`config.mk`:
```
export PLATFORM = sky130hd
export DESIGN_NAME = ric_top
export DESIGN_NICKNAME = d
export VERILOG_FILES = /design/src/shared/ric_pkg.sv /design/src/design/ric_startup.sv /design/src/design/ric_sync.sv /design/src/design/ric_top.sv
export SDC_FILE = /design/constraint.sdc
export NUM_CORES = 1
export LEC_CHECK = 0
export BUFFER_PORTS_ARGS = -buffer_cell sky130_fd_sc_hd__buf_2
export CORE_ASPECT_RATIO = 0.9
export CORE_UTILIZATION = 25
export DETAILED_ROUTE_END_ITERATION = 6
export PLACE_DENSITY = 0.5
export SYNTH_ARGS = -nofsm -noshare
export SYNTH_HDL_FRONTEND = slang
export SYNTH_SLANG_ARGS = --single-unit
```
`constraint.sdc`:
```
create_clock -name CORE_CLK -period 5.39 [get_ports CORE_CLK]
set_input_delay 0 -clock CORE_CLK [delete_from_list [all_inputs] [get_ports CORE_CLK]]
set_output_delay 0 -clock CORE_CLK [all_outputs]
set_load 0.02 [all_outputs]
```
`src/shared/ric_pkg.sv`:
```
// =====================================================================
// Shared constants for the reset and interrupt control block.
package ric_pkg;

	// =================================================================
	// Register bus geometry.
	localparam int unsigned ADDR_W = 8; // Byte address width on APB.
	localparam int unsigned DATA_W = 32; // APB data width.
	localparam int unsigned REG_W = 8; // Width of every register.

	// =================================================================
	// Register byte addresses.
	localparam logic [ADDR_W-1:0] OFS_CAUSE = 8'h00; // reset_cause_status.
	localparam logic [ADDR_W-1:0] OFS_MASK = 8'h04; // external_request_mask.
	localparam logic [ADDR_W-1:0] OFS_FLAGS = 8'h08; // external_request_flags.
	localparam logic [ADDR_W-1:0] OFS_CTRL = 8'h0c; // general_control_register.
	localparam logic [ADDR_W-1:0] OFS_STATUS = 8'h10; // processor_status_word.

	// =================================================================
	// Field positions.
	localparam int unsigned POWER_ON_CAUSE_BIT = 0; // In reset_cause_status.
	localparam int unsigned PIN_RESET_CAUSE_BIT = 1; // In reset_cause_status.
	localparam int unsigned EXT_ZERO_BIT = 6; // Mask and flag of request zero.
	localparam int unsigned EXT_ONE_BIT = 7; // Mask and flag of request one.
	localparam int unsigned SENSE_ZERO_LSB = 0; // Sense pair of request zero.
	localparam int unsigned SENSE_ONE_LSB = 2; // Sense pair of request one.
	localparam int unsigned GLOBAL_ENABLE_BIT = 7; // In processor_status_word.

	// =================================================================
	// Reset values.
	localparam logic [REG_W-1:0] MASK_RESET = 8'h00; // Both requests masked.
	localparam logic [3:0] CTRL_RESET = 4'h0; // Both requests level sensed.

	// =================================================================
	// Program addresses handed to the core.
	localparam int unsigned VEC_W = 12; // Program address width.
	localparam logic [VEC_W-1:0] RESET_VECTOR = 12'h000; // Reset entry.
	localparam logic [VEC_W-1:0] EXT_ZERO_VECTOR = 12'h001; // Request zero.
	localparam logic [VEC_W-1:0] EXT_ONE_VECTOR = 12'h002; // Request one.

	// =================================================================
	// Timing.
	localparam int unsigned PIN_MIN_LOW_NS = 50; // Shortest sure pin reset.
	localparam int unsigned STARTUP_SHORT = 1024; // Oscillator cycles, short.
	localparam int unsigned STARTUP_LONG = 16384; // Oscillator cycles, long.
	localparam int unsigned STARTUP_CNT_W = 15; // Delay counter width.

	// Sense control encoding of one request.
	typedef enum logic [1:0]
	{
		SENSE_LEVEL = 2'b00,
		SENSE_CHANGE = 2'b01,
		SENSE_FALL = 2'b10,
		SENSE_RISE = 2'b11
	} ric_sense_type;

	// Start-up delay states.
	typedef enum logic [0:0]
	{
		ST_COUNT = 1'b0,
		ST_RUN = 1'b1
	} ric_state_type;

endpackage

```
`src/design/ric_startup.sv`:
```
`timescale 1ns/1ps
`default_nettype none
// =====================================================================
// Start-up delay counter, advanced by watchdog oscillator ticks.
module ric_startup
	import ric_pkg::*;
#(
	parameter int unsigned SHORT_CYCLES = ric_pkg::STARTUP_SHORT,
	parameter int unsigned LONG_CYCLES = ric_pkg::STARTUP_LONG
) (
	// Clock and reset; reset starts a fresh count.
	input wire logic clk,
	input wire logic rst,
	// Control.
	input wire logic restart,
	input wire logic osc_tick,
	input wire logic short_sel,
	// Core hold.
	output logic hold
);
	ric_state_type state_q, state_d; // Counting or released.
	logic [STARTUP_CNT_W-1:0] cnt_q, cnt_d; // Oscillator ticks seen.
	logic [STARTUP_CNT_W-1:0] last; // Final tick count.

	// Next state: count ticks until the chosen period has passed.
	always_comb
	begin
		last = short_sel ? STARTUP_CNT_W'(SHORT_CYCLES - 1)
			: STARTUP_CNT_W'(LONG_CYCLES - 1);
		state_d = state_q;
		cnt_d = cnt_q;
		if (restart)
		begin
			state_d = ST_COUNT;
			cnt_d = '0;
		end
		else
		begin
			unique case (state_q)
				ST_COUNT:
				begin
					if (osc_tick && cnt_q == last)
						state_d = ST_RUN;
					else if (osc_tick)
						cnt_d = cnt_q + 1'b1;
				end
				ST_RUN:
				begin
					cnt_d = '0;
				end
			endcase
		end
	end

	// Registers; reset always begins a new delay.
	always_ff @(posedge clk or posedge rst)
	begin
		if (rst)
		begin
			state_q <= ST_COUNT;
			cnt_q <= '0;
		end
		else
		begin
			state_q <= state_d;
			cnt_q <= cnt_d;
		end
	end

	assign hold = (state_q == ST_COUNT);
endmodule
`default_nettype wire

```
`src/design/ric_sync.sv`:
```
`timescale 1ns/1ps
`default_nettype none
// =====================================================================
// Two flip-flop synchroniser for a group of level inputs.
module ric_sync #(
	parameter int unsigned WIDTH = 1,
	parameter logic [WIDTH-1:0] RESET_VAL = '0
) (
	// Clock and reset.
	input wire logic clk,
	input wire logic rst,
	// Asynchronous inputs and their synchronised copies.
	input wire logic [WIDTH-1:0] d,
	output logic [WIDTH-1:0] q
);
	logic [WIDTH-1:0] meta_q; // First stage, read only by the second.

	// Both stages load the same constant under reset.
	always_ff @(posedge clk or posedge rst)
	begin
		if (rst)
		begin
			meta_q <= RESET_VAL;
			q <= RESET_VAL;
		end
		else
		begin
			meta_q <= d;
			q <= meta_q;
		end
	end
endmodule
`default_nettype wire

```
`src/design/ric_top.sv`:
```
// Design decisions made here: the register addresses and the APB register port.
`timescale 1ns/1ps
`default_nettype none
// Summary of operation
// Pin low resets device, even without clock.
// Reset loads registers, core starts at zero.
// Delay lasts 1K or 16K oscillator cycles.
// Delay counts from the reset pin release.
// Outside party may stretch power-on reset.
// Watchdog pulse one cycle, then delay starts.
// Pin cause bit set by pin reset only.
// Power-on cause bit set by power-on only.
// Software reads then clears both cause bits.
// Accepting an interrupt clears global enable.
// Return from interrupt sets global enable.
// Vectoring clears the taken source's flag.
// Masked condition still sets its flag.
// Pending flags wait, then serve by priority.
// Lower vector wins; request zero before one.
// Level request has no flag, pin only.
// Handler software saves the status word.
// Mask bit 7 enables request one.
// Mask bit 6 enables request zero.
// Sense bits pick rising, falling or level.
// Pin activity counts even as output.
// Flags set by edges, zero in level.
// Edge flag clears on entry or one.
// Reserved bits always read zero.
// Pins synchronised before edge detection.
// =====================================================================
// Reset sequencing and external interrupt acceptance.
module ric_top
	import ric_pkg::*;
#(
	parameter int unsigned SHORT_CYCLES = ric_pkg::STARTUP_SHORT,
	parameter int unsigned LONG_CYCLES = ric_pkg::STARTUP_LONG
) (
	// Clock and power-on reset.
	input wire logic CORE_CLK,
	input wire logic RESET,
	// External reset pin, active low.
	input wire logic RESET_PIN_N,
	// Watchdog side.
	input wire logic WDT_OSC,
	input wire logic WDT_ENABLE,
	input wire logic WDT_TIMEOUT,
	input wire logic STARTUP_TIME_SELECT,
	// External request pins.
	input wire logic EXT_REQUEST_ZERO,
	input wire logic EXT_REQUEST_ONE,
	// Core handshake.
	input wire logic IRQ_ACCEPT,
	input wire logic RETURN_FROM_INTERRUPT,
	output logic CORE_RESET,
	output logic IRQ_PENDING,
	output logic [ric_pkg::VEC_W-1:0] IRQ_VECTOR,
	output logic GLOBAL_ENABLE,
	// APB slave.
	input wire logic PSEL,
	input wire logic PENABLE,
	input wire logic PWRITE,
	input wire logic [ric_pkg::ADDR_W-1:0] PADDR,
	input wire logic [ric_pkg::DATA_W-1:0] PWDATA,
	output logic [ric_pkg::DATA_W-1:0] PRDATA,
	output logic PREADY,
	output logic PSLVERR
);

	// =================================================================
	// Functions.

	// Returns one when the synchronised pin shows a qualifying edge.
	function automatic logic edge_hit(input logic [1:0] mode,
		input logic now, input logic was);
		logic hit;
		hit = 1'b0;
		unique case (ric_sense_type'(mode))
			SENSE_LEVEL: hit = 1'b0;
			SENSE_CHANGE: hit = now ^ was;
			SENSE_FALL: hit = was & ~now;
			SENSE_RISE: hit = now & ~was;
		endcase
		return hit;
	endfunction

	// Returns one when the address matches a mapped register.
	function automatic logic is_mapped(input logic [ADDR_W-1:0] a);
		return (a == OFS_CAUSE) || (a == OFS_MASK) || (a == OFS_FLAGS)
			|| (a == OFS_CTRL) || (a == OFS_STATUS);
	endfunction

	// =================================================================
	// Reset sources.

	logic sys_rst; // Power-on or pin reset, asynchronous.
	logic pin_s; // Synchronised reset pin level.
	logic [2:0] in_s; // Synchronised osc, request one, request zero.
	logic osc_prev_q, osc_prev_d; // Oscillator level of the last cycle.
	logic osc_tick; // One cycle per oscillator rising edge.
	logic wdt_pulse_q, wdt_pulse_d; // One-cycle watchdog reset pulse.
	logic hold; // Start-up delay still running.

	// The pin reaches the reset tree with no clock at all.
	assign sys_rst = RESET | ~RESET_PIN_N;

	// Pin level for the cause bit; only power-on resets this copy.
	ric_sync #(
		.WIDTH(1),
		.RESET_VAL(1'b1)
	) u_pin_sync (
		.clk(CORE_CLK),
		.rst(RESET),
		.d(RESET_PIN_N),
		.q(pin_s)
	);

	// Oscillator and request pins, read whatever the pin direction.
	ric_sync #(
		.WIDTH(3),
		.RESET_VAL(3'b011)
	) u_in_sync (
		.clk(CORE_CLK),
		.rst(sys_rst),
		.d({WDT_OSC, EXT_REQUEST_ONE, EXT_REQUEST_ZERO}),
		.q(in_s)
	);

	// Tick once per oscillator rising edge; watchdog pulse lasts one cycle.
	always_comb
	begin
		osc_prev_d = in_s[2];
		wdt_pulse_d = WDT_TIMEOUT & WDT_ENABLE & ~wdt_pulse_q;
	end

	// Registers for the oscillator edge and the watchdog pulse.
	always_ff @(posedge CORE_CLK or posedge sys_rst)
	begin
		if (sys_rst)
		begin
			osc_prev_q <= 1'b0;
			wdt_pulse_q <= 1'b0;
		end
		else
		begin
			osc_prev_q <= osc_prev_d;
			wdt_pulse_q <= wdt_pulse_d;
		end
	end

	assign osc_tick = in_s[2] & ~osc_prev_q;

	// Delay restarts from the pin release and after a watchdog pulse.
	ric_startup #(
		.SHORT_CYCLES(SHORT_CYCLES),
		.LONG_CYCLES(LONG_CYCLES)
	) u_startup (
		.clk(CORE_CLK),
		.rst(sys_rst),
		.restart(wdt_pulse_q),
		.osc_tick(osc_tick),
		.short_sel(STARTUP_TIME_SELECT),
		.hold(hold)
	);

	// The core is held through the pulse and the whole delay.
	assign CORE_RESET = sys_rst | hold | wdt_pulse_q;

	// =================================================================
	// Reset cause register.

	logic por_q, por_d; // Power-on cause bit.
	logic ext_q, ext_d; // Pin reset cause bit.
	logic wr_en; // APB write takes effect this edge.
	logic [REG_W-1:0] wbyte; // Low byte of the write data.

	assign wr_en = PSEL & PENABLE & PWRITE;
	assign wbyte = PWDATA[REG_W-1:0];

	// Writing zero clears a bit; a reset event wins over the clear.
	always_comb
	begin
		por_d = por_q;
		ext_d = ext_q;
		if (wr_en && PADDR == OFS_CAUSE)
		begin
			por_d = por_q & wbyte[POWER_ON_CAUSE_BIT];
			ext_d = ext_q & wbyte[PIN_RESET_CAUSE_BIT];
		end
		if (!pin_s)
			ext_d = 1'b1;
	end

	// Only power-on resets these bits; other resets leave them alone.
	always_ff @(posedge CORE_CLK or posedge RESET)
	begin
		if (RESET)
		begin
			por_q <= 1'b1;
			ext_q <= 1'b0;
		end
		else
		begin
			por_q <= por_d;
			ext_q <= ext_d;
		end
	end

	// =================================================================
	// Mask, sense control, flags and global enable.

	logic [1:0] mask_q, mask_d; // Enables of request one and zero.
	logic [3:0] ctrl_q, ctrl_d; // Sense pairs of both requests.
	logic [1:0] flag_q, flag_d; // Edge flags of request one and zero.
	logic [1:0] pin_prev_q; // Request pin levels of the last cycle.
	logic [1:0] level_mode; // Request uses low-level sensing.
	logic [1:0] req; // Requests before masking.
	logic [1:0] clr_take; // Flag cleared by vectoring.
	logic gie_q, gie_d; // Global interrupt enable.
	logic take; // Core accepts the offered vector.

	assign take = IRQ_ACCEPT & IRQ_PENDING;

	// Level mode and the request seen by the priority logic.
	always_comb
	begin
		level_mode[0] = ctrl_q[SENSE_ZERO_LSB +: 2] == SENSE_LEVEL;
		level_mode[1] = ctrl_q[SENSE_ONE_LSB +: 2] == SENSE_LEVEL;
		for (int i = 0; i < 2; i++)
			req[i] = level_mode[i] ? ~in_s[i] : flag_q[i];
		clr_take[0] = take && IRQ_VECTOR == EXT_ZERO_VECTOR;
		clr_take[1] = take && IRQ_VECTOR == EXT_ONE_VECTOR;
	end

	// Next values of the software registers and the flags.
	always_comb
	begin
		mask_d = mask_q;
		ctrl_d = ctrl_q;
		gie_d = gie_q;
		if (wr_en && PADDR == OFS_MASK)
			mask_d = {wbyte[EXT_ONE_BIT], wbyte[EXT_ZERO_BIT]};
		if (wr_en && PADDR == OFS_CTRL)
			ctrl_d = wbyte[3:0];
		if (wr_en && PADDR == OFS_STATUS)
			gie_d = wbyte[GLOBAL_ENABLE_BIT];
		if (RETURN_FROM_INTERRUPT)
			gie_d = 1'b1;
		if (take)
			gie_d = 1'b0;
		for (int i = 0; i < 2; i++)
		begin
			// Flags set whatever the mask; the set beats any clear.
			flag_d[i] = flag_q[i] & ~clr_take[i];
			if (wr_en && PADDR == OFS_FLAGS
				&& wbyte[i == 0 ? EXT_ZERO_BIT : EXT_ONE_BIT])
				flag_d[i] = 1'b0;
			if (edge_hit(ctrl_q[2*i +: 2], in_s[i], pin_prev_q[i]))
				flag_d[i] = 1'b1;
			if (level_mode[i])
				flag_d[i] = 1'b0;
		end
	end

	// Registers; every device reset restores initial values.
	always_ff @(posedge CORE_CLK or posedge sys_rst)
	begin
		if (sys_rst)
		begin
			mask_q <= {MASK_RESET[EXT_ONE_BIT], MASK_RESET[EXT_ZERO_BIT]};
			ctrl_q <= CTRL_RESET;
			flag_q <= 2'b00;
			gie_q <= 1'b0;
			pin_prev_q <= 2'b11;
		end
		else if (hold || wdt_pulse_q)
		begin
			// Watchdog reset also restores initial values.
			mask_q <= {MASK_RESET[EXT_ONE_BIT], MASK_RESET[EXT_ZERO_BIT]};
			ctrl_q <= CTRL_RESET;
			flag_q <= 2'b00;
			gie_q <= 1'b0;
			pin_prev_q <= in_s[1:0];
		end
		else
		begin
			mask_q <= mask_d;
			ctrl_q <= ctrl_d;
			flag_q <= flag_d;
			gie_q <= gie_d;
			pin_prev_q <= in_s[1:0];
		end
	end

	assign GLOBAL_ENABLE = gie_q;

	// =================================================================
	// Priority and vector offer.

	logic pend_q, pend_d; // A request is offered to the core.
	logic [VEC_W-1:0] vec_q, vec_d; // Offered program address.

	// Request zero beats request one; reset owns the lowest address.
	always_comb
	begin
		pend_d = 1'b0;
		vec_d = RESET_VECTOR;
		if (CORE_RESET)
			vec_d = RESET_VECTOR;
		else if (gie_d && mask_q[0] && req[0] && !clr_take[0])
		begin
			pend_d = 1'b1;
			vec_d = EXT_ZERO_VECTOR;
		end
		else if (gie_d && mask_q[1] && req[1] && !clr_take[1])
		begin
			pend_d = 1'b1;
			vec_d = EXT_ONE_VECTOR;
		end
	end

	// Offer registers.
	always_ff @(posedge CORE_CLK or posedge sys_rst)
	begin
		if (sys_rst)
		begin
			pend_q <= 1'b0;
			vec_q <= RESET_VECTOR;
		end
		else
		begin
			pend_q <= pend_d;
			vec_q <= vec_d;
		end
	end

	assign IRQ_PENDING = pend_q;
	assign IRQ_VECTOR = vec_q;

	// =================================================================
	// APB read path.

	logic [DATA_W-1:0] rdata_q, rdata_d; // Read data for the access phase.
	logic err_q, err_d; // Unmapped address answer.
	logic [REG_W-1:0] rbyte; // Selected register value.

	// Unused and reserved bits read zero.
	always_comb
	begin
		rbyte = '0;
		unique case (PADDR)
			OFS_CAUSE:
			begin
				rbyte[POWER_ON_CAUSE_BIT] = por_q;
				rbyte[PIN_RESET_CAUSE_BIT] = ext_q;
			end
			OFS_MASK:
			begin
				rbyte[EXT_ZERO_BIT] = mask_q[0];
				rbyte[EXT_ONE_BIT] = mask_q[1];
			end
			OFS_FLAGS:
			begin
				rbyte[EXT_ZERO_BIT] = flag_q[0];
				rbyte[EXT_ONE_BIT] = flag_q[1];
			end
			OFS_CTRL:
				rbyte[3:0] = ctrl_q;
			OFS_STATUS:
				rbyte[GLOBAL_ENABLE_BIT] = gie_q;
			default:
				rbyte = '0;
		endcase
		rdata_d = rdata_q;
		err_d = err_q;
		// Capture in the setup cycle so the access phase sees a flop.
		if (PSEL && !PENABLE)
		begin
			rdata_d = PWRITE ? '0 : {{(DATA_W-REG_W){1'b0}}, rbyte};
			err_d = !is_mapped(PADDR);
		end
	end

	// Read registers.
	always_ff @(posedge CORE_CLK or posedge sys_rst)
	begin
		if (sys_rst)
		begin
			rdata_q <= '0;
			err_q <= 1'b0;
		end
		else
		begin
			rdata_q <= rdata_d;
			err_q <= err_d;
		end
	end

	// Every access completes in its first access cycle.
	assign PREADY = 1'b1;
	assign PRDATA = rdata_q;
	assign PSLVERR = PSEL & PENABLE & err_q;
endmodule
`default_nettype wire

```
======== Yosys cells after proc, flatten, opt, wreduce, memory -nomap -nowiden ========
Index checks and enable logic that the tools add are counted.
word-level totals
  output and inout port bits .............. 49
  bits in latches ......................... 0
  bits of input ports ..................... 54
  bits in read-only memories .............. 0
  bits in registers ....................... 85
  logic and storage cells ................. 138
  RAM bits ................................ 0
  memories ................................ 0
cells by class
  equality and inequality tests ........... 16
  add/sub/neg operators ................... 1
  bitwise gates (word level) .............. 30
  reduce and logical (&&, ||, !) cells .... 32
  shifts and indexed selects .............. 0
  div/mod/pow operators ................... 0
  multiply operators ...................... 0
  mux-type cells .......................... 40
  magnitude comparators ................... 0
operators with widths
  kind                                                                    number
  15-bit 2-to-1 mux                                                       3
  15-bit one-hot mux with 2 select lines                                  1
  1-bit 2-to-1 mux                                                        20
  1-bit logical AND                                                       17
  8-bit by 4-bit equality test with 1-bit output, second input constant   2
  15-bit by 1-bit adder with 15-bit output, second input constant         1
  1-bit AND                                                               15
  15-bit equality test                                                    1
  14-bit 2-to-1 mux                                                       1
  2-bit 2-to-1 mux                                                        7
  12-bit by 1-bit equality test with 1-bit output, second input constant  1
  12-bit by 2-bit equality test with 1-bit output, second input constant  1
  1-bit inverter                                                          10
  2-bit equality test, second input constant                              4
  8-bit by 3-bit equality test with 1-bit output, second input constant   1
  8-bit by 5-bit equality test with 1-bit output, second input constant   1
  8-bit logical NOT                                                       1
  4-bit 2-to-1 mux                                                        2
  8-bit 2-to-1 mux                                                        1
  1-bit one-hot mux with 4 select lines                                   2
  1-bit logical OR                                                        5
  2-bit by 1-bit equality test with 1-bit output, second input constant   2
  1-bit logical NOT                                                       4
  2-bit logical NOT                                                       2
  10 further kinds                                                        14

======== Longest topological paths before layout ========
Gate-level depths: netlist of the first run.
  depth after elaboration ................. 12
  gate-level depth with buffers ........... 7
  gate-level depth less buffers ........... 7

======== Modules after synthesis ========
From an unflattened synthesis of the first run, not the netlist that was laid out.
second synthesis, totals
  cells, all modules ...................... 289
  area, all modules ....................... 2770.2 um^2
modules (own cells, without submodules)
  module                 area each (um^2)  sequential area each (um^2)  cells each  instances
  ric_top                1667.8            629.4                        185         1
  ric_startup            887.1             400.4                        94          1
  ric_sync (u_in_sync)   158.9             155.1                        7           1
  ric_sync (u_pin_sync)  56.3              52.6                         3           1

======== Worst setup path before layout of the first run ========
Ideal clock, no wire load.
  kind .................................... reg-to-reg
  from .................................... register u_startup.cnt_q[10]
  to ...................................... register u_startup.cnt_q[14]
  slack ................................... 3.514 ns
  arrival time ............................ 1.756 ns
  stages on the path, launching flop included .. 7
  data required time ...................... 5.270 ns
  period minus slack after synthesis ...... 1.876 ns
  setup time .............................. 0.120 ns
  path buffers ............................ 1
  path through ............................ dfrtp_1 > or4b_1 > o32ai_4 > and2_1 > buf_2 > nor4_1 > a31o_1
between the ends
  longest elaborated chain between the ends .. 5
  elaborated cells on any way between the ends .. 9
  classes of those cells .................. add/sub (1); eq/ne (2); mux (4); reduce/logical (2)
ends and longest elaborated chain
  item                                      line               text
  from (decl)                               ric_startup.sv:22  logic [STARTUP_CNT_W-1:0] cnt_q, cnt_d;
  from (signal assigned)                    ric_startup.sv:66  cnt_q <= cnt_d;
  15-bit by 1-bit adder with 15-bit output  ric_startup.sv:45  cnt_d = cnt_q + 1'b1;
  15-bit 2-to-1 mux                         ric_startup.sv:44  else if (osc_tick)
  15-bit 2-to-1 mux                         ric_startup.sv:42  if (osc_tick && cnt_q == last)
  15-bit one-hot mux with 2 select lines    ric_startup.sv:39  unique case (state_q)
  15-bit 2-to-1 mux                         ric_startup.sv:32  if (restart)
Several ways; a longest one is shown, not always the timed one. The select of a mux whose other input is x is not followed.
A chain may end at the register's enable or synchronous reset.

======== Worst setup path in the final report of the first run ========
  from .................................... register wdt_pulse_q
  to ...................................... register u_startup.cnt_q[13]
between the ends
  longest elaborated chain between the ends .. 2
  elaborated cells on any way between the ends .. 4
  classes of those cells .................. eq/ne (2); mux (1); reduce/logical (1)
ends and longest elaborated chain
  item                                                                                                        line            text
  from (decl)                                                                                                 ric_top.sv:100  logic wdt_pulse_q, wdt_pulse_d;
  from (signal assigned)                                                                                      ric_top.sv:146  wdt_pulse_q <= wdt_pulse_d;
  3-bit by 2-bit inequality test with 1-bit output (no line) / 3-bit inequality test (equally long branches)  n/a
  2-bit AND reduction (no line)                                                                               n/a
Several ways; a longest one is shown, not always the timed one.

==> results of run 1 <==
==> kinds of logic (layout without fill, tap and decap cells) <==
| kind of cell | after synthesis | count (layout) | share of synthesized area, % |
|---|---|---|---|
| other | 2 | 37 | 0.2776 |
| adder cells (fa/ha/maj) | 5 | 5 | 2.313 |
| buffers and inverters | 56 | 73 | 13.23 |
| flip-flops | 49 | 49 | 45.74 |
| XOR/XNOR | 9 | 9 | 2.914 |
| multiplexers | 5 | 5 | 1.896 |
| AND/OR/NAND/NOR | 105 | 105 | 21.23 |
| AO/OA/AOI/OAI | 49 | 49 | 12.40 |
==> state kept, by name, summed over array words and instances (netlist names), 2 cells and up <==
signal            cells
IRQ_VECTOR            2
PRDATA                6
ctrl_q                4
flag_q                2
mask_q                2
pin_prev_q            2
u_in_sync.meta_q      3
u_in_sync.q           3
u_startup.cnt_q      15
==> per-stage QoR <==
stage | util (%) | hold slack (ns)
3_5_place_dp | 27.75 | -0.1109
4_1_cts | 30.48 | 0.05841
2_1_floorplan | - | -0.2280
6_report | 30.48 | 0.06598
5_1_grt | 30.48 | 0.09508
3_3_place_gp | 27.75 | -0.1144
==> per-layer routing <==
layer  track usage (%)  up-vias  share of wire [%]  routed length, µm
met5                 0        -                  0                  0
met4             4.054        0                1.3                 72
met3             1.984        6                2.6                140
met2             14.76       48                 44               2347
met1             14.98      977                 52               2824
li1                  -     1018                  -                  -
==> critical path: cells and delay by family, from the launching register on <==
family | cells | cell delay, ns
AND/OR/NAND/NOR | 3 | 0.78
XOR/XNOR | 1 | 0.18
AO/OA/AOI/OAI | 1 | 0.56
flip-flops | 1 | 0.45
==> synth_stat cells (4+ instances only) <==
| cell | n | share of area, % |
|---|---|---|
| o21ai_1 | 5 | 0.92 |
| ha_1 | 5 | 2.3 |
| nand3_1 | 10 | 1.9 |
| dfrtp_1 | 40 | 37 |
| o21ai_0 | 7 | 1.3 |
| o31ai_1 | 4 | 1.1 |
| mux2i_1 | 4 | 1.5 |
| xnor2_1 | 8 | 2.6 |
| clkbuf_1 | 5 | 0.69 |
| dfstp_2 | 9 | 8.7 |
| nand2_1 | 27 | 3.7 |
| a21oi_1 | 14 | 2.6 |
| nor2_1 | 23 | 3.2 |
| nand4_1 | 6 | 1.4 |
| nor3_1 | 5 | 0.92 |
| inv_1 | 12 | 1.7 |
| buf_4 | 37 | 10 |
==> final timing paths <==
kind / to / cells after the start / slack, ns / start
worst max register to register: u_startup.cnt_q[13]$_DFFE_PP0P_ / 5 / 3.28 / wdt_pulse_q$_DFF_PP0_
worst min-delay path: mask_q[1]$_DFFE_PP0P_ / 4 / 0.07 / PADDR[1]
worst min register to register: u_in_sync.q[2]$_DFF_PP0_ / 0 / 0.35 / u_in_sync.meta_q[2]$_DFF_PP0_
min in group asynchronous: ext_q$_DFFE_PP0P_ / 3 / 0.14 / RESET
max in group asynchronous: u_startup.cnt_q[10]$_DFFE_PP0P_ / 5 / 4.01 / RESET
worst max-delay path: u_startup.cnt_q[13]$_DFFE_PP0P_ / 5 / 3.28 / wdt_pulse_q$_DFF_PP0_
==> power by group through the flow <==
stage          registers (mW)  clock network (mW)  logic (mW)
2_1_floorplan           0.396                   0      0.0760
3_3_place_gp            0.398                   0      0.0744
3_5_place_dp            0.398                   0      0.0752
4_1_cts                 0.391               0.317      0.0837
5_1_grt                 0.393               0.330      0.0930
6_report                0.391               0.307      0.0829
==> layout make-up <==
class,instances,area [µm²]
clock buffers,6,128.9
clock inverters,2,13.76
fillers,1108,7216
inverters,12,45.04
multi-input cells,210,1241
flip-flops and latches,49,1237
well taps,129,161.4
repair buffers,53,335.3
==> metrics.md, run 1 <==
| Metric | Value |
|---|---|
| H-tree levels | 2 |
| Layout area overhead | 16.93% |
| Drt wl/cell | around 12 µm |
| Sequence of cells on the critical path | or2_1 > nor3_1 > a2111oi_0 > xnor2_1 > nor2_1 |
| P_int | between 0.5 and 0.6 mW |
| Synthesized area per cell | approximately 9.7 µm² |
| Die ar. | 0.01124 mm² |
| Routed WL | 5384 µm |
| Sequential-to-total area share from yosys stat | 45.74% |
| Worst clock skew | ~0.0079 ns |
| GRT Total Usage | 10.25% |
| Ys flop type | dfrtp_1 |
| Critical-path maximum fanout | 16 |
| Yosys cell types | 54 |
| CTS tree | done |
| Vias per cell | about 4.4 |
| Post-Synthesis Cell Area | around 0.0027 mm² |
| Max-cap viol count | 0 |
| Antenna Cells | 0 |
| GP Congestion | roughly 0.82 |
| Status | complete, but fails checks |
| Setup WS pre-CTS | approximately 3.3 ns |
| Largest net degree at the start of global routing | 47 |
| Leakage | around 1.4 nW |
| Vias | ~2.0k |
| Crit end category | register |
| # rows | 35 |
| Clock network power share | between 30% and 40% |
| Max rail drop VDD | about 140 µV |
| Die X | about 110 µm |
| Commonest non-fill, non-tap cell in the layout | dfrtp_1 |
| Antenna violations before repair | 0 |
| Tightest Hold Check Type | in2reg |
| RSZ-0062 raised after global routing | false |
| Sw Share | ~25% |
| Design Area, Final | around 0.0032 mm² |
| Comb pwr share | a little over a tenth |
| Critical Path RT | 5.54 ns |
| Initial Util | 26.06% |
| Max stage delay on crit path | around 0.56 ns |
| Setup CP Type | reg2reg |
| Layout cells sized above 1 | 18.67% |
| Die H | just over 100 µm |
| CORE AREA | 0.01038 mm² |
| Post-DP Area | around 0.0029 mm² |
| Max_slew headroom | between 30% and 40% |
| TNS Setup | 0 ns |
| Port Buffers | 39 |
| Most frequent cells in the layout | 40 x dfrtp_1, 39 x buf_2, 37 x conb_1 |
| # nets final | 390 |
| Power Total | between 0.7 and 0.8 mW |
| Clk Latency, worst-skew pair | just under 0.3 ns |
| Power density over cell area | ~250 mW/mm² |
| Violated checks | DRC |
| Final setup fails | 0 |
| DRC Markers | 12 |
| Fmax | about 470 MHz |
| Setup bufs post-CTS | 0 |
| Synth Instances | 280 |
| Minimum clock period | 2.113 ns |
| Vias in the first global route | 1875 |
| Clk sink count | roughly 50 |
| Warnings, synthesis | 0 |
| Max-slew violations | 0 |
| DP Wirelength | 3971 µm |
| Pre-Repair DR Iteration Count | 7 |
| Post-Layout Cell Count | between 400 and 500 |
| Initial drt markers | 123 |
| Psw | about 0.20 mW |
| Critical Path AT | 2.26 ns |
| Reg clk slew, reported paths | roughly 0.070 ns |
| DRT antenna net count | 0 |
| I/O Pins | 103 |
| Sequential Power Share | about 50% |
| Flops & latches, synth | just under 50 |
| Placed insts | between 400 and 500 |
| Post-synth EDFFs | 0 |
| Remaining Overflow, GRT | 0 |
| Root Driver | clkbuf_16 |
| Post_cts resized | 0 |
| Actual slew at the worst max-slew pin | approximately 0.94 ns |
| Share of synthesized flip-flops with an asynchronous set or reset | 100.0% |
| Fin. Hold Viols | 0 |
| CP max-delay cell | a2111oi_0 |
| Hold buffers post-CTS | 14 |
| Final period util | 39.20% |
| First-pass GRT wire length | 9190 µm |
| Final Worst Setup Slack | between 3 and 4 ns |
| Clock buffer depth | 2 |
| Num CTS Buffers | 5 |
| Critical Path Source Type | register |
(Power assumes the default switching activity.)
==> run 2: changes to the inputs <==
- ABC_AREA: unset -> 1
- clock period: 5.39 -> 2.2 ns (I/O delays scaled with it)
==> metrics.md, run 2 <==
| Metric | Value |
|---|---|
| Status | completed |
| DRT antenna net count | 0 (unchanged) |
| Actual slew at the worst max-slew pin | 0.5809 ns (-0.3641 ns) |
| CP bufs+invs | 0 (unchanged) |
| Critical-path maximum fanout | 15 (-1) |
| Clk sink count | 49 (unchanged) |
| Synthesized area per cell | 7.400 µm² (-23%) |
| Fin. Hold Viols | 0 (unchanged) |
| Sequence of cells on the critical path | ha_1 > nand3_2 > nor2_2 > nand2_2 > o21ai_4 > nand2_4 > nand2_1 > o21ai_0 |
| Reg2reg start | u_startup.cnt_q[0]$_DFFE_PP0P_ |
| Vias per cell | 4.136 (-6.9%) |
| Setup bufs post-CTS | 0 (unchanged) |
| Synth area leaders | dfrtp_1 34%, nand2_1 14%, buf_4 9.7% |
| Multi-input logic area | 0.001354 mm² (+9.1%) |
| Worst clock skew | 0.007506 ns (-0.0003712 ns) |
| Num CTS Buffers | 5 (unchanged) |
| Fillers | 1226 (+11%) |
| Capture point of the worst reg-to-reg path | u_startup.cnt_q[3]$_DFFE_PP0P_ |
| Sequential-to-total area share from yosys stat | 42.12% (-3.6 points) |
| GP Congestion | 0.8332 (+2.0%) |
| TNS Setup | 0 ns (unchanged) |
| H-tree levels | 2 (unchanged) |
| Hold depth | 4 (unchanged) |
| DRC Markers | 0 (-12) |
| I/O Pins | 103 (unchanged) |
| First-pass GRT wire length | 10970 µm (+19%) |
| CTS tree | done |
| Clk Latency, worst-skew pair | 0.29 ns (about the same) |
| Top delay family on crit path | simple AND/OR/NAND/NOR gates |
| Die X | 116.3 µm (+4.1%) |
| Max stage delay on crit path | 0.42 ns (-0.14 ns) |
| Area leader, netlist | dfrtp_1 |
| Tightest Hold Check Type | in2reg |
| M1 GR Usage | 14.53% (-0.45 points) |
| GRT Total Usage | 11.45% (+1.2 points) |
| Min-Delay Endpoint | PRDATA[0]$_DFFE_PP0P_ |
| CORE AREA | 0.01143 mm² (+10%) |
| Layout cells sized above 1 | 14.76% (-3.9 points) |
| Port Buffers | 39 (unchanged) |
| Die H | 104.8 µm (+4.1%) |
| Grt met2 use | 19.10% (+4.3 points) |
| Layout area overhead | 18.78% |
| Grt peak-use layer | met2 |
| FF-to-FF path depth | 8 (+3) |
| RSZ-0062 raised after global routing | false |
| Fmax | 549.4 MHz (+16%) |
| Final period util | 82.73% (+44 points) |
| M3 GR Usage | 2.494% (+0.51 points) |
| Warnings, synthesis | 0 (unchanged) |
| Setup CP Type | reg2reg |
| Die ar. | 0.01219 mm² (+8.4%) |
| Reg clk slew, reported paths | 0.07 ns (about the same) |
| Max-cap viol count | 0 (unchanged) |
| Worst hold slack | 0.05775 ns (-0.008226 ns) |
| Initial Util | 25.69% (-0.37 points) |
| Max reg flops | 15 (unchanged) |
| DP Wirelength | 4923 µm (+24%) |
| # nets final | 512 (+31%) |
| Leakage | 1.745 nW (+25%) |
| Design Area, Final | 0.003490 mm² (+10%) |
| Pre-Repair DR Iteration Count | 4 (-3) |
| Vias | 2523 (+23%) |
| Crit. path cell count | 8 (+3) |
| Synth cell count leaders | 107 x nand2_1, 45 x inv_1, 45 x nand3_1, 45 x nor2_1, 40 x dfrtp_1 |
| Synth Instances | 397 (+42%) |
| Antenna Cells | 0 (unchanged) |
| Largest net degree at the start of global routing | 46 (-2.1%) |
| Critical Path RT | 2.38 ns (-3.16 ns) |
| Post-Synthesis Cell Area | 0.002938 mm² (+8.6%) |
| CP max-delay cell | dfrtp_1 |
| Drt wl/cell | 10.48 µm (-10%) |
| Top-count cell post-synth | nand2_1 |
| Largest Register | u_startup.cnt_q |
| Post-DP Area | 0.003192 mm² (+11%) |
| Minimum clock period | 1.820 ns (-0.2931 ns) |
| Antenna violations before repair | 0 (unchanged) |
| Register area | 0.001237 mm² (unchanged) |
| Critical Path AT | 2.00 ns (-0.26 ns) |
| Critical Path Source Type | register |
| Post-synth EDFFs | 0 (unchanged) |
| # rows | 37 (+5.7%) |
| Max_slew headroom | 61.27% (+24 points) |
| Routed WL | 6392 µm (+19%) |
| Initial drt markers | 110 (-11%) |
| Vias in the first global route | 2431 (+30%) |
| Max-slew violations | 0 (unchanged) |
| Yosys cell types | 30 (-44%) |
| Commonest non-fill, non-tap cell in the layout | nand2_1 |
| Share of synthesized flip-flops with an asynchronous set or reset | 100.0% (unchanged) |
| Ys flop type | dfrtp_1 |
| Most frequent cells in the layout | 107 x nand2_1, 45 x inv_1, 45 x nand3_1 |
| Hold_sp | PWRITE |
| Remaining Overflow, GRT | 0 (unchanged) |
| Clock buffer depth | 2 (unchanged) |
| Root Driver | clkbuf_16 |
| Crit end category | register |
| Yosys top cell area share | 34.07% (-2.9 points) |
| Power density over cell area | 592.1 mW/mm² (+140%) |
| Flops & latches, synth | 49 (unchanged) |
| Reg2reg setup slack | 0.38 ns (-2.90 ns) |
| Max rail drop VDD | 312.8 µV (+130%) |
| Final setup fails | 0 (unchanged) |
run 2: report_power, final:
part	internal, mW	switching, mW
clock network	0.539	0.337
logic	0.0700	0.155
registers	0.935	0.0300
total	1.54	0.522
run 2: cell type report:
cell class / instances / share of cell area, %
Clock buffer: 6 / 3.693
Clock inverter: 2 / 1.112
Inverter: 46 / 4.948
Multi-Input combinational cell: 294 / 38.80
Sequential cell: 49 / 35.46
Tap cell: 156 / 5.593
Timing Repair Buffer: 57 / 10.40
run 2: repair_timing:
action                     4_1_cts  5_1_grt
hold buffers                    13        0
setup endpoints to repair        0        0
gates resized for setup          0        0
hold endpoints to repair        56        0
run 2: worst max path at each step:
stage,start,endpoint
floorplan,u_startup.cnt_q[0]$_DFFE_PP0P_,u_startup.cnt_q[10]$_DFFE_PP0P_
global placement,u_startup.cnt_q[0]$_DFFE_PP0P_,u_startup.cnt_q[3]$_DFFE_PP0P_
detailed placement,u_startup.cnt_q[0]$_DFFE_PP0P_,u_startup.cnt_q[4]$_DFFE_PP0P_
CTS,u_startup.cnt_q[0]$_DFFE_PP0P_,u_startup.cnt_q[3]$_DFFE_PP0P_
global route,u_startup.cnt_q[0]$_DFFE_PP0P_,u_startup.cnt_q[3]$_DFFE_PP0P_
finish,u_startup.cnt_q[0]$_DFFE_PP0P_,u_startup.cnt_q[3]$_DFFE_PP0P_
run 2: routing by layer:
metal	share of wire (%)	wire (µm)	vias up
met5	0	0	-
met4	1.3	85	0
met3	4.8	305	10
met2	46	2947	68
met1	48	3053	1151
li1	-	-	1294
run 2: kinds of logic after synthesis:
family / Yosys count / share of synthesized area, %
compound gates: 28 / 5.664
xor+xnor: 4 / 1.193
other cells: 2 / 0.2556
flops: 49 / 42.12
simple gates: 220 / 32.11
fa+ha+maj: 5 / 2.129
buf+inv: 89 / 16.52
run 2: tightest hold or removal path: stages:
cell     delay (ns)
buf_2          0.09
nor2_1         0.10
nand2_1        0.08
nand2_1        0.04
run 2: stage by stage:
stage | util (%) | power, mW | cells | setup WS (ns)
floorplan | - | 1.175 | 432 | 0.6120
global placement | 27.91 | 1.188 | 589 | 0.3926
detailed placement | 27.91 | 1.190 | 589 | 0.3416
CTS | 30.52 | 2.104 | 610 | 0.3473
global route | 30.52 | 2.168 | 610 | 0.2416
finish | 30.52 | 2.066 | 610 | 0.3800
==> run 3: changes to the inputs <==
- clock period: 2.2 -> 1.79 ns (I/O delays scaled with it)
==> metrics.md, run 3 (synthesis gave the netlist of run 2 again) <==
| Metric | Value |
|---|---|
| Placed insts | 594 (+0.85%) |
| Leakage | 1.753 nW (+0.42%) |
| Setup CP Type | reg2reg |
| Max-cap viol count | 0 (unchanged) |
| Min-Delay Endpoint | GLOBAL_ENABLE$_DFF_PP0_ |
| Comb pwr share | 12.3% (+1.4 points) |
| Num CTS Buffers | 5 (unchanged) |
| Max rail drop VDD | 348.2 µV (+11%) |
| DRC Markers | 0 (unchanged) |
| Grt peak-use layer | met2 |
| Critical Path RT | 1.97 ns (-0.41 ns) |
| DRT antenna net count | 0 (unchanged) |
| Vias per cell | 4.089 (-1.1%) |
| Post-Layout Cell Count | 615 (+0.82%) |
| Vias | 2515 (-0.32%) |
| Critical-path maximum fanout | 8 (-7) |
| Die H | 104.8 µm (unchanged) |
| Layout cells sized above 1 | 15.69% (+0.93 points) |
| Sw Share | 26.90% (+1.6 points) |
| Minimum clock period | 1.625 ns (-0.1954 ns) |
| Pre-Repair DR Iteration Count | 4 (unchanged) |
| Clock network power share | 38.7% (-3.7 points) |
| Max-slew violations | 0 (unchanged) |
| Worst clock skew | 0.004664 ns (-0.002842 ns) |
| FF-to-FF path depth | 9 (+1) |
| Clk sink count | 49 (unchanged) |
| Final period util | 90.76% (+8.0 points) |
| CTS tree | done |
| Power density over cell area | 688.0 mW/mm² (+16%) |
| Hold_sp | IRQ_ACCEPT |
| Setup bufs post-CTS | 0 (unchanged) |
| Reg2reg start | u_startup.cnt_q[1]$_DFFE_PP0P_ |
| Tightest Hold Check Type | in2reg |
| GP Congestion | 0.8159 (-2.1%) |
| Antenna Cells | 0 (unchanged) |
| First-pass GRT wire length | 10850 µm (-1.1%) |
| Initial drt markers | 129 (+17%) |
| Grt met2 use | 18.98% (-0.13 points) |
| Port Buffers | 39 (unchanged) |
| Fin. Hold Viols | 0 (unchanged) |
| Psw | 0.6484 mW (+24%) |
| Hold depth | 4 (unchanged) |
| Largest net degree at the start of global routing | 24 (-48%) |
| Sequential Power Share | 49.0% (+2.3 points) |
| Largest Register | u_startup.cnt_q |
| Root Driver | clkbuf_16 |
| Capture point of the worst reg-to-reg path | u_startup.cnt_q[1]$_DFFE_PP0P_ |
| Critical Path AT | 1.81 ns (-0.19 ns) |
| Fillers | 1269 (+3.5%) |
| Status | completed |
| Antenna violations before repair | 0 (unchanged) |
| Routed WL | 6526 µm (+2.1%) |
| # nets final | 517 (+0.98%) |
| Post_cts resized | 0 (unchanged) |
| Max reg flops | 15 (unchanged) |
| Most frequent cells in the layout | 107 x nand2_1, 45 x inv_1, 45 x nand3_1 |
| RSZ-0062 raised after global routing | false |
| Reg clk slew, reported paths | 0.07 ns (about the same) |
| Layout area overhead | 19.25% |
| Final setup fails | 0 (unchanged) |
| Drt wl/cell | 10.61 µm (+1.3%) |
| P_int | 1.762 mW (+14%) |
| Clk Latency, worst-skew pair | 0.29 ns (about the same) |
| Initial Util | 25.69% (unchanged) |
| Die ar. | 0.01219 mm² (unchanged) |
| DP Wirelength | 4966 µm (+0.88%) |
| TNS Setup | 0 ns (unchanged) |
| Clock buffer depth | 2 (unchanged) |
| H-tree levels | 2 (unchanged) |
| CP Launch Point | u_startup.cnt_q[1]$_DFFE_PP0P_ |
| M3 GR Usage | 2.610% (+0.12 points) |
| Die X | 116.3 µm (unchanged) |
| Remaining Overflow, GRT | 0 (unchanged) |
| Commonest non-fill, non-tap cell in the layout | nand2_1 |
| # rows | 37 (unchanged) |
| I/O Pins | 103 (unchanged) |
| GRT Total Usage | 11.39% (-0.059 points) |
| Reg2reg setup slack | 0.17 ns (-0.21 ns) |
| CORE AREA | 0.01143 mm² (unchanged) |
| Crit end category | register |
| Fmax | 615.5 MHz (+12%) |
| Vias in the first global route | 2381 (-2.1%) |
| Critical Path Source Type | register |
| M1 GR Usage | 14.62% (+0.089 points) |
==> run 3: routing by layer <==
layer  share of wire [%]  up-vias
met1                  49     1152
li1                    -     1302
met5                   0        -
met2                  46       54
met4                 1.0        0
met3                 3.9        7
==> run 3: layout make-up <==
class	instances	area, µm²	area share [%]
clock buffer	6	128.9	3.679
multi-input combinational	294	1354	38.64
sequential	49	1237	35.32
inverter	46	172.7	4.929
clock inverter	2	15.01	0.4286
tap	156	195.2	5.571
timing repair buffer	62	400.4	11.43
==> run 3: worst max-delay path: stages, from the launching register on <==
cell and delay [ns]:
dfrtp_1 0.38, ha_1 0.22, nand3_2 0.14, nor2_2 0.15, nand2_2 0.09, o21ai_4 0.18, buf_4 0.19, nor2_1 0.06
nand2_1 0.05, nand2_1 0.05
==> run 3: timing repair <==
action	in CTS	in global routing
hold buffers	13	0
setup endpoints to repair	0	0
hold endpoints to repair	56	0
==> run 3: power groups by stage <==
stage	Clock (mW)	Combinational, mW	Sequential [mW]
after floorplan	0	0.249	1.20
after CTS	0.978	0.299	1.18
after global routing	1.01	0.337	1.19
after detailed placement	0	0.276	1.20
after global placement	0	0.273	1.20
final	0.934	0.296	1.18
==> run 3: worst max-delay path by stage <==
stage,to,depth (start not counted)
3_3_place_gp,u_startup.cnt_q[1]$_DFFE_PP0P_,9
2_1_floorplan,u_startup.cnt_q[10]$_DFFE_PP0P_,9
6_report,u_startup.cnt_q[1]$_DFFE_PP0P_,9
5_1_grt,u_startup.cnt_q[1]$_DFFE_PP0P_,9
4_1_cts,u_startup.cnt_q[1]$_DFFE_PP0P_,9
3_5_place_dp,u_startup.cnt_q[0]$_DFFE_PP0P_,9
==> run 3: metrics by stage <==
stage | util [%] | hold WS (ns) | total power [mW] | setup WS, ns | instance area (µm²)
floorplan | - | -0.2361 | 1.444 | 0.2020 | 3072
global placement | 28.24 | -0.07772 | 1.473 | 0.2146 | 3229
detailed placement | 28.24 | -0.07548 | 1.477 | 0.1719 | 3229
CTS | 30.64 | 0.04338 | 2.458 | 0.1521 | 3503
global route | 30.64 | 0.05265 | 2.536 | 0.03255 | 3503
finish | 30.64 | 0.04561 | 2.410 | 0.1653 | 3503
